==> src/verilog/pch_host_map.vh <==
// constants for the pc card host port controller
`ifndef PCH_HOST_MAP_VH
`define PCH_HOST_MAP_VH
`define PCH_CLK_NS 10
`define PCH_ADDR_W 26
`define PCH_DEC_W 11
`define PCH_DATA_W 16
`define PCH_SETUP_NS 30
`define PCH_SETUP_CYC 3
`define PCH_STROBE_NS 300
`define PCH_STROBE_CYC 30
`define PCH_HOLD_NS 20
`define PCH_HOLD_CYC 2
`define PCH_RESET_US 10
`define PCH_RESET_CYC 1000
`define PCH_SPACE_COMMON 1'b1
`define PCH_SPACE_ATTR 1'b0
`define PCH_LANE_EVEN 0
`define PCH_LANE_ODD 1
`endif

==> src/verilog/pch_event_latch.v <==
// sticky latch of card status pin changes
`timescale 1ns/1ps
`default_nettype none
module pch_event_latch (
  // clock and reset
  input wire ref_clk,
  input wire rst_n,
  input wire clkEn,
  // watched level and clear
  input wire level,
  input wire clear,
  // result
  output reg event_r
);
  reg last_r;
  always @(posedge ref_clk or negedge rst_n) begin
    if (!rst_n) begin
      last_r <= 1'b1;
      event_r <= 1'b0;
    end else if (clkEn) begin
      last_r <= level;
      // set wins over clear
      if (level != last_r)
        event_r <= 1'b1;
      else if (clear)
        event_r <= 1'b0;
    end
  end
endmodule
`default_nettype wire

==> src/verilog/pch_host_port.v <==
// host side controller driving a pc card ata flash drive
// Function
// - low card enable selects even byte lane
// - high card enable selects odd byte lane
// - space select high common, low attribute
// - active-high reset returns drive registers
// - host stretches cycle while wait asserted
`timescale 1ns/1ps
`default_nettype none
`include "pch_host_map.vh"
module pch_host_port (
  // clock and reset
  input wire ref_clk,
  input wire rst_n,
  input wire clkEn,
  // user request
  input wire reqValid,
  input wire reqWrite,
  input wire reqIo,
  input wire reqCommon,
  input wire [1:0] reqLanes,
  input wire [`PCH_ADDR_W-1:0] reqAddr,
  input wire [`PCH_DATA_W-1:0] reqWdata,
  input wire cardResetReq,
  input wire ioModeSet,
  input wire stsClear,
  // user answer
  output reg reqReady_r,
  output reg rspValid_r,
  output reg [`PCH_DATA_W-1:0] rspRdata_r,
  output reg rspNoAck_r,
  output reg cardReady_r,
  output reg cardIrq_r,
  output reg stsEvent_r,
  output reg ioMode_r,
  output reg width16_r,
  // card pins
  output reg [`PCH_ADDR_W-1:0] cardAddr_r,
  output reg cardEnLow_n_r,
  output reg cardEnHigh_n_r,
  output reg memRd_n_r,
  output reg memWr_n_r,
  output reg ioRd_n_r,
  output reg ioWr_n_r,
  output reg spaceSel_r,
  output reg cardReset_r,
  output reg [`PCH_DATA_W-1:0] dataOut_r,
  output reg dataOe_r,
  input wire [`PCH_DATA_W-1:0] dataIn,
  input wire readyIrq,
  input wire wait_n,
  input wire inAck_n,
  input wire width16_n,
  input wire stsChg_n
);
  localparam [5:0] ST_RST = 6'h01;
  localparam [5:0] ST_IDLE = 6'h02;
  localparam [5:0] ST_SETUP = 6'h04;
  localparam [5:0] ST_STROBE = 6'h08;
  localparam [5:0] ST_WAIT = 6'h10;
  localparam [5:0] ST_HOLD = 6'h20;

  reg [5:0] state_r;
  reg [9:0] cnt_r;
  reg opWrite_r;
  reg opIo_r;
  reg [1:0] opLanes_r;
  reg ackSeen_r;
  wire stsEv;

  // merge byte lanes into the read word, unselected lanes read zero
  function [`PCH_DATA_W-1:0] laneMerge;
    input [1:0] lanes;
    input [`PCH_DATA_W-1:0] d;
    begin
      laneMerge = {lanes[`PCH_LANE_ODD] ? d[15:8] : 8'h00,
                   lanes[`PCH_LANE_EVEN] ? d[7:0] : 8'h00};
    end
  endfunction

  pch_event_latch uStsLatch (
    .ref_clk(ref_clk),
    .rst_n(rst_n),
    .clkEn(clkEn),
    .level(stsChg_n),
    .clear(stsClear),
    .event_r(stsEv)
  );

  always @(posedge ref_clk or negedge rst_n) begin
    if (!rst_n) begin
      state_r <= ST_RST;
      cnt_r <= 10'h000;
      opWrite_r <= 1'b0;
      opIo_r <= 1'b0;
      opLanes_r <= 2'h0;
      ackSeen_r <= 1'b0;
      reqReady_r <= 1'b0;
      rspValid_r <= 1'b0;
      rspRdata_r <= 16'h0000;
      rspNoAck_r <= 1'b0;
      cardReady_r <= 1'b0;
      cardIrq_r <= 1'b0;
      stsEvent_r <= 1'b0;
      ioMode_r <= 1'b0;
      width16_r <= 1'b0;
      cardAddr_r <= 26'h0000000;
      cardEnLow_n_r <= 1'b1;
      cardEnHigh_n_r <= 1'b1;
      memRd_n_r <= 1'b1;
      memWr_n_r <= 1'b1;
      ioRd_n_r <= 1'b1;
      ioWr_n_r <= 1'b1;
      spaceSel_r <= `PCH_SPACE_COMMON;
      cardReset_r <= 1'b1;
      dataOut_r <= 16'h0000;
      dataOe_r <= 1'b0;
    end else if (clkEn) begin
      rspValid_r <= 1'b0;
      stsEvent_r <= stsEv;
      // ready pin is ready/busy in memory mode, irq in i/o mode
      cardReady_r <= !ioMode_r && readyIrq;
      // irq active low, pin floats high when not pending or disabled
      cardIrq_r <= ioMode_r && !readyIrq;
      width16_r <= !width16_n;
      case (state_r)
        ST_RST: begin
          // hold card reset for the minimum pulse width
          cardReset_r <= 1'b1;
          ioMode_r <= 1'b0;
          if (cnt_r == `PCH_RESET_CYC - 1) begin
            cnt_r <= 10'h000;
            cardReset_r <= 1'b0;
            state_r <= ST_IDLE;
            reqReady_r <= 1'b1;
          end else
            cnt_r <= cnt_r + 10'h001;
        end
        ST_IDLE: begin
          if (cardResetReq) begin
            reqReady_r <= 1'b0;
            cnt_r <= 10'h000;
            state_r <= ST_RST;
          end else if (ioModeSet) begin
            ioMode_r <= 1'b1;
          end else if (reqValid && reqLanes != 2'h0) begin
            reqReady_r <= 1'b0;
            opWrite_r <= reqWrite;
            opIo_r <= reqIo;
            opLanes_r <= reqLanes;
            ackSeen_r <= 1'b0;
            // upper lines are ignored by the card, drive them low
            cardAddr_r <= {15'h0000, reqAddr[`PCH_DEC_W-1:0]};
            spaceSel_r <= reqCommon;
            cardEnLow_n_r <= !reqLanes[`PCH_LANE_EVEN];
            cardEnHigh_n_r <= !reqLanes[`PCH_LANE_ODD];
            dataOut_r <= reqWdata;
            dataOe_r <= reqWrite;
            cnt_r <= 10'h000;
            state_r <= ST_SETUP;
          end
        end
        ST_SETUP: begin
          if (cnt_r == `PCH_SETUP_CYC - 1) begin
            cnt_r <= 10'h000;
            memRd_n_r <= !(!opIo_r && !opWrite_r);
            memWr_n_r <= !(!opIo_r && opWrite_r);
            ioRd_n_r <= !(opIo_r && !opWrite_r);
            ioWr_n_r <= !(opIo_r && opWrite_r);
            state_r <= ST_STROBE;
          end else
            cnt_r <= cnt_r + 10'h001;
        end
        ST_STROBE: begin
          if (!inAck_n)
            ackSeen_r <= 1'b1;
          if (cnt_r == `PCH_STROBE_CYC - 1) begin
            cnt_r <= 10'h000;
            state_r <= ST_WAIT;
          end else
            cnt_r <= cnt_r + 10'h001;
        end
        ST_WAIT: begin
          if (!inAck_n)
            ackSeen_r <= 1'b1;
          // stretch the strobe until the card releases wait
          if (wait_n) begin
            memRd_n_r <= 1'b1;
            memWr_n_r <= 1'b1;
            ioRd_n_r <= 1'b1;
            ioWr_n_r <= 1'b1;
            rspRdata_r <= opWrite_r ? 16'h0000 :
                          laneMerge(opLanes_r, dataIn);
            rspNoAck_r <= opIo_r && !opWrite_r && !ackSeen_r
                          && inAck_n;
            state_r <= ST_HOLD;
          end
        end
        ST_HOLD: begin
          if (cnt_r == `PCH_HOLD_CYC - 1) begin
            cnt_r <= 10'h000;
            cardEnLow_n_r <= 1'b1;
            cardEnHigh_n_r <= 1'b1;
            dataOe_r <= 1'b0;
            rspValid_r <= 1'b1;
            reqReady_r <= 1'b1;
            state_r <= ST_IDLE;
          end else
            cnt_r <= cnt_r + 10'h001;
        end
        default: begin
          state_r <= ST_RST;
          cnt_r <= 10'h000;
        end
      endcase
    end
  end
endmodule
`default_nettype wire
==> config.mk <==
export PLATFORM = sky130hd
export DESIGN_NAME = pch_host_port
export DESIGN_NICKNAME = d
export VERILOG_FILES = /design/src/verilog/pch_event_latch.v /design/src/verilog/pch_host_port.v
export VERILOG_INCLUDE_DIRS = /design/src /design/src/verilog
export SDC_FILE = /design/constraint.sdc
export NUM_CORES = 1
export LEC_CHECK = 0
export BUFFER_PORTS_ARGS = -buffer_cell sky130_fd_sc_hd__buf_4
export CAP_MARGIN = 25
export CORE_MARGIN = 8
export CORE_UTILIZATION = 49
export CTS_CLUSTER_SIZE = 10
export DETAILED_ROUTE_END_ITERATION = 10
export PLACE_DENSITY = 0.88
export SKIP_CTS_REPAIR_TIMING = 1
export SLEW_MARGIN = 15
export SYNTH_ARGS = -nofsm -noshare
export SYNTH_HDL_FRONTEND = slang
export SYNTH_SLANG_ARGS = --single-unit
==> constraint.sdc <==
create_clock -name ref_clk -period 2.95 [get_ports ref_clk]
set_clock_uncertainty 0.15 [all_clocks]
set_input_delay 0.4425 -clock ref_clk [delete_from_list [all_inputs] [get_ports ref_clk]]
set_output_delay 0.4425 -clock ref_clk [all_outputs]
set_load 0.1 [all_outputs]
Word level (Yosys, flattened, before mapping) --
Cells that the tools add are included.
Word-level totals: register bits 83, bits in latches 0, RAM bits 0, bits in read-only memories 0, input port bits 75, memories kept 0
Cells by class: add/sub/neg operators 1, multiply operators 0, div/mod/pow operators 0, $lt $le $gt $ge 0, equal/unequal tests 23, shift-type cells 0, muxes and demuxes 59, bitwise gates (word level) 3, reductions and logical operators 40
Operator list (number):
- $mux 10 | 7
- $pmux 10 s6 | 1
- $mux 6 | 8
- $pmux 6 s6 | 1
- $mux 1 | 29
- $ne 2x2->1 const B | 10
- $pmux 1 s2 | 9
- $reduce_and 6->1 | 3
- $mux 16 | 1
- $mux 8 | 2
- $logic_not 1->1 | 12
- $reduce_and 4->1 | 3
- $reduce_bool 2->1 | 6
- $add 10x1->10 const B | 1
- $eq 10x1->1 const B | 1
- $eq 10x10->1 const B | 1
- $eq 10x2->1 const B | 1
- $eq 10x5->1 const B | 1
- $logic_and 1x1->1 | 9
- $reduce_and 8->1 | 1
- $eq 6x1->1 const B | 1
- $eq 6x2->1 const B | 1
- $eq 6x3->1 const B | 1
- $eq 6x4->1 const B | 1
- 11 further kinds | 15

Longest topological paths before layout --
depth after elaboration 6, gate-level depth with buffers 8, depth with buffers taken out 7

Modules after synthesis --
Synthesis repeated with hierarchy kept, for this count alone.
Second synthesis, totals: cells, all modules 338, area total of the unflattened synthesis 3898.7 um2
By module, submodules not included:
- pch_host_port | instances 1, cells an instance 332, area an instance 3814.9 um2, seq. area each 2038.2 um2
- pch_event_latch | instances 1, cells an instance 6, area an instance 83.8 um2, seq. area each 51.3 um2

Worst setup path after synthesis --
No wires, ideal clock.
path type flip-flop to flip-flop, start register cnt_r[1], end register state_r[2], library setup time 125 ps, arrival time 2005 ps, setup slack 671 ps, cell stages (with the launch flop) 8, clock period less this slack 2279 ps, cell sequence dfrtp_1 -> inv_1 -> ha_1 -> nor3b_1 -> nand3_1 -> a22o_2 -> nor4_4 -> mux2_2
Between the ends: cells in the longest elaborated chain, start to end 3, elaborated cells between the ends (all ways) 9, those cells by class eq/ne: 8; reduce/logical: 1
Ends and longest elaborated chain:
- from (decl) | line pch_host_port.v:64 | reg [9:0] cnt_r;
- from (signal assigned) | line pch_host_port.v:137 | cnt_r <= cnt_r + 10'h001;
- from (signal assigned) | line pch_host_port.v:172 | cnt_r <= cnt_r + 10'h001;
- from (signal assigned) | line pch_host_port.v:181 | cnt_r <= cnt_r + 10'h001;
- $eq 10x5->1, or another cell as far along | line pch_host_port.v:177 | if (cnt_r == `PCH_STROBE_CYC - 1) begin
- $ne 2x2->1 (no source line)
- $reduce_and 8->1 (no source line) (*)
- to (signal assigned) | line pch_host_port.v:170 | state_r <= ST_STROBE;
- to (signal assigned) | line pch_host_port.v:179 | state_r <= ST_WAIT;
- to (signal assigned) | line pch_host_port.v:196 | state_r <= ST_HOLD;
- to (decl) | line pch_host_port.v:63 | reg [5:0] state_r;
Every way passes the cells marked *; elsewhere a longest branch is shown, timed or not. A chain may end at the register's enable or synchronous reset.

Worst setup path after layout --
start register cnt_r[1], end register state_r[3]
Same word-level chain as after synthesis.

==> key figures <==
Power
  • Int Pwr: 2.69 mW
  • Worst vdd ir: 956 µV
  • Power share of the sequential group: 0.311
  • Switch share: 0.535
  • Clock power share: 0.145
  • LEAKAGE: 2.47 nW
  • Switch Pwr: just over 3 mW
  • PD cells: 1120 nW/µm²
  • Comb pwr share: 0.544

Layout
  • Proportion of layout cells with a drive suffix above 1: 0.422
  • Design Area, Final: 5150 µm²
  • Layout Area Growth over Synthesis: 28.7%
  • Ant diodes: 0
  • Layout Nets: 559
  • Fillers: 614

Floorplan
  • Core footprint: 8050 µm²
  • Core Rows: 33
  • Starting Density: 0.497
  • IO Pins: 150
  • DIE WIDTH: 106 µm
  • Die height: 106 µm
  • DIE AREA: ~11,000 µm²

Clock network
  • Inserted Clock Buffers: 9
  • TritonCTS clock tree: built
  • Clock latency on the worst-skew pair: approximately 340 ps
  • Clock sink total: 83
  • Htree depth: 3
  • Max Buffers Root-to-Sink: 2
  • Worst-path clk slew: around 80 ps
  • Clock Tree Root: clkbuf_8

Synthesis
  • Mux cell area share after synthesis: 0.133
  • Compound-gate portion of the synthesized area: 0.114
  • Synthesized area: 4010 µm²
  • Syn avg cell area: 11.0 µm²
  • Top-count cell post-synth: dfrtp_1
  • Primary FF master, synth: dfrtp_1
  • Library cells used by synthesis: just under 60
  • Top post-synthesis cells by area: dfrtp_1 46%, mux2_2 12%, dfstp_2 6.6%
  • Post-Synth Adder-Cell Area: 0.00937
  • #FFs+latches synth: 83
  • Top-area cell type share of the netlist area: 0.456
  • Synth async-reset ratio: 1.00
  • Largest family of logic cells by synthesized area: simple AND/OR/NAND/NOR gates
  • Number of enable flip-flop cells after synthesis: 0
  • Synth cell count leaders: 73 x dfrtp_1, 52 x nand2_1, 42 x mux2_2, 25 x o21ai_0, 16 x buf_4
  • Sequential fraction of the synthesis area: 0.522
  • Post-Syn Instances: 365
  • Yosys Warn Count: 0
  • Synth Area in Simple Gates: 0.156
  • XOR/XNOR share of the synthesized area: 0.00437
  • Yosys top cell by area: dfrtp_1

Routing
  • Initial DRC Count: 199
  • # DRC: 0
  • Vias post-DR: 3,165
  • Number of iterations in the first detailed-routing pass: 5
  • DRT Wirelength: 9910 µm
  • Post-DR wirelength/cell: 16.8 µm
  • Post-route ant nets: 0
  • Vias per cell: 5.36

STA
  • Setup TNS: 0 ps
  • RSZ-0062 raised after global routing: false
  • Hold Fails Final Rpt: 0
  • Slew Viols, Final: 0
  • Fin crit period: about 2600 ps
  • Worst-margin pin slew: 624 ps
  • Setup violators final: 0
  • Rel. slew slack: 0.583
  • Max Freq: 377 MHz
  • Fin crit share: 0.898

Placement
  • IO buf count: between 100 and 150
  • Placer Congestion: approximately 0.86
  • Post-DP Area: 4910 µm²
  • Post-DP HPWL: 7390 µm

Global routing
  • Total global-route track usage: 0.173
  • First-pass GRT wire length: 15,900 µm
  • Initial antenna violation count: 0
  • Vias in the first global route: 3,257
  • Largest net degree at the start of global routing: 84
  • Total gr overflow: 0

Run status
  • Outcome: finished, final reports clean

Setup path
  • Startpoint Class: register
  • CP Max Fanout: 13
  • WP data arrival: 2730 ps
  • Worst Path Buf+Inv: 1
  • CP max-delay cell: nor4_4
  • Type of the worst setup path: register to register
  • Setup crit end kind: register
  • Crit path largest cell delay: between 400 and 500 ps
  • Crit path cell chain: inv_1 > ha_1 > nor3b_1 > nand3_1 > a22o_2 > nor4_4 > mux2_2
  • Largest delay share family, worst path: simple AND/OR/NAND/NOR gates
  • CP required: 3030 ps

Job
  • Max-Cap Viols: 0

Min path
  • Hold/Removal Path Class: input port to register
## worst register-to-register path, stage by stage (launching register included)
cell,delay (ps)
dfrtp_1,470
inv_1,80
ha_1,130
nor3b_1,250
nand3_1,190
a22o_2,380
nor4_4,490
mux2_2,390
## final cells by class
| class | instances | area [µm²] | area share |
|---|---|---|---|
| clock buffer | 10 | 138 | 0.0267 |
| clock inverter | 6 | 72.6 | 0.0141 |
| inverter | 10 | 37.5 | 0.00728 |
| multi-input combinational | 252 | 1730 | 0.335 |
| sequential | 83 | 2090 | 0.405 |
| tap | 105 | 131 | 0.0255 |
| timing repair buffer | 125 | 961 | 0.186 |
## metrics by stage
stage	std cells	hold WS, ps	worst slack, ps	utilization	total power [mW]
6_report	591	136	300	0.640	5.77
5_1_grt	591	118	139	0.640	6.04
4_1_cts	589	128	313	0.636	5.81
3_5_place_dp	573	323	329	0.609	4.96
3_3_place_gp	573	314	381	0.609	4.88
2_1_floorplan	379	-3.09	671	-	4.29
## flip-flops by register name, summed over array words and instances, names as in the netlist, 2 cells and up
register and count:
state_r 6, dataOut_r 16, cardAddr_r 11, opLanes_r 2
cnt_r 10, rspRdata_r 16
## power groups by stage
stage / combinational [mW] / sequential, mW / clock [mW]
after CTS: 3.15 / 1.80 / 0.864
after global placement: 3.10 / 1.78 / 0
after floorplan: 0.898 / 3.39 / 0
final: 3.14 / 1.80 / 0.838
after detailed placement: 3.15 / 1.81 / 0
after global routing: 3.28 / 1.85 / 0.918
## path summary, 6_finish.rpt
path,from,end,slack [ps],depth (start not counted)
max reg2reg,cnt_r[1],state_r[3],300,7
min in group asynchronous,rst_n,cardAddr_r[5],380,2
min reg2reg,rspRdata_r[4],rspRdata_r[4],350,2
min,width16_n,width16_r,140,2
max,cnt_r[1],state_r[3],300,7
max in group asynchronous,rst_n,ioRd_n_r,1630,3
## logic make-up after synthesis
| logic type | after synthesis |
|---|---|
| AO/OA/AOI/OAI | 66 |
| XOR/XNOR | 2 |
| adder cells (fa/ha/maj) | 3 |
| buffers and inverters | 44 |
| flip-flops | 83 |
| multiplexers | 47 |
| other | 1 |
| AND/OR/NAND/NOR | 119 |
## routing by layer
layer | vias up | GRT usage | part of all wire
met5 | - | 0 | 0
met4 | 0 | 0.0764 | 0.021
met3 | 14 | 0.0581 | 0.090
met2 | 119 | 0.286 | 0.50
met1 | 1529 | 0.200 | 0.39
li1 | 1503 | - | -
## cell usage in the layout, fill, tap and decap left out, types with 3 or more instances in the layout
cell type	n
a21oi_1	5
and3_1	5
buf_4	123
clkbuf_8	10
clkinv_4	3
conb_1	15
dfrtp_1	73
dfstp_2	10
ha_1	3
inv_1	10
mux2_2	42
nand2_1	52
nand3_1	14
nand3b_1	3
nor2_1	15
nor2b_1	4
nor3_1	3
o211ai_1	14
o21ai_0	25
o31ai_1	3
or3_1	4
Note: power is estimated with default switching activity, not from simulation.
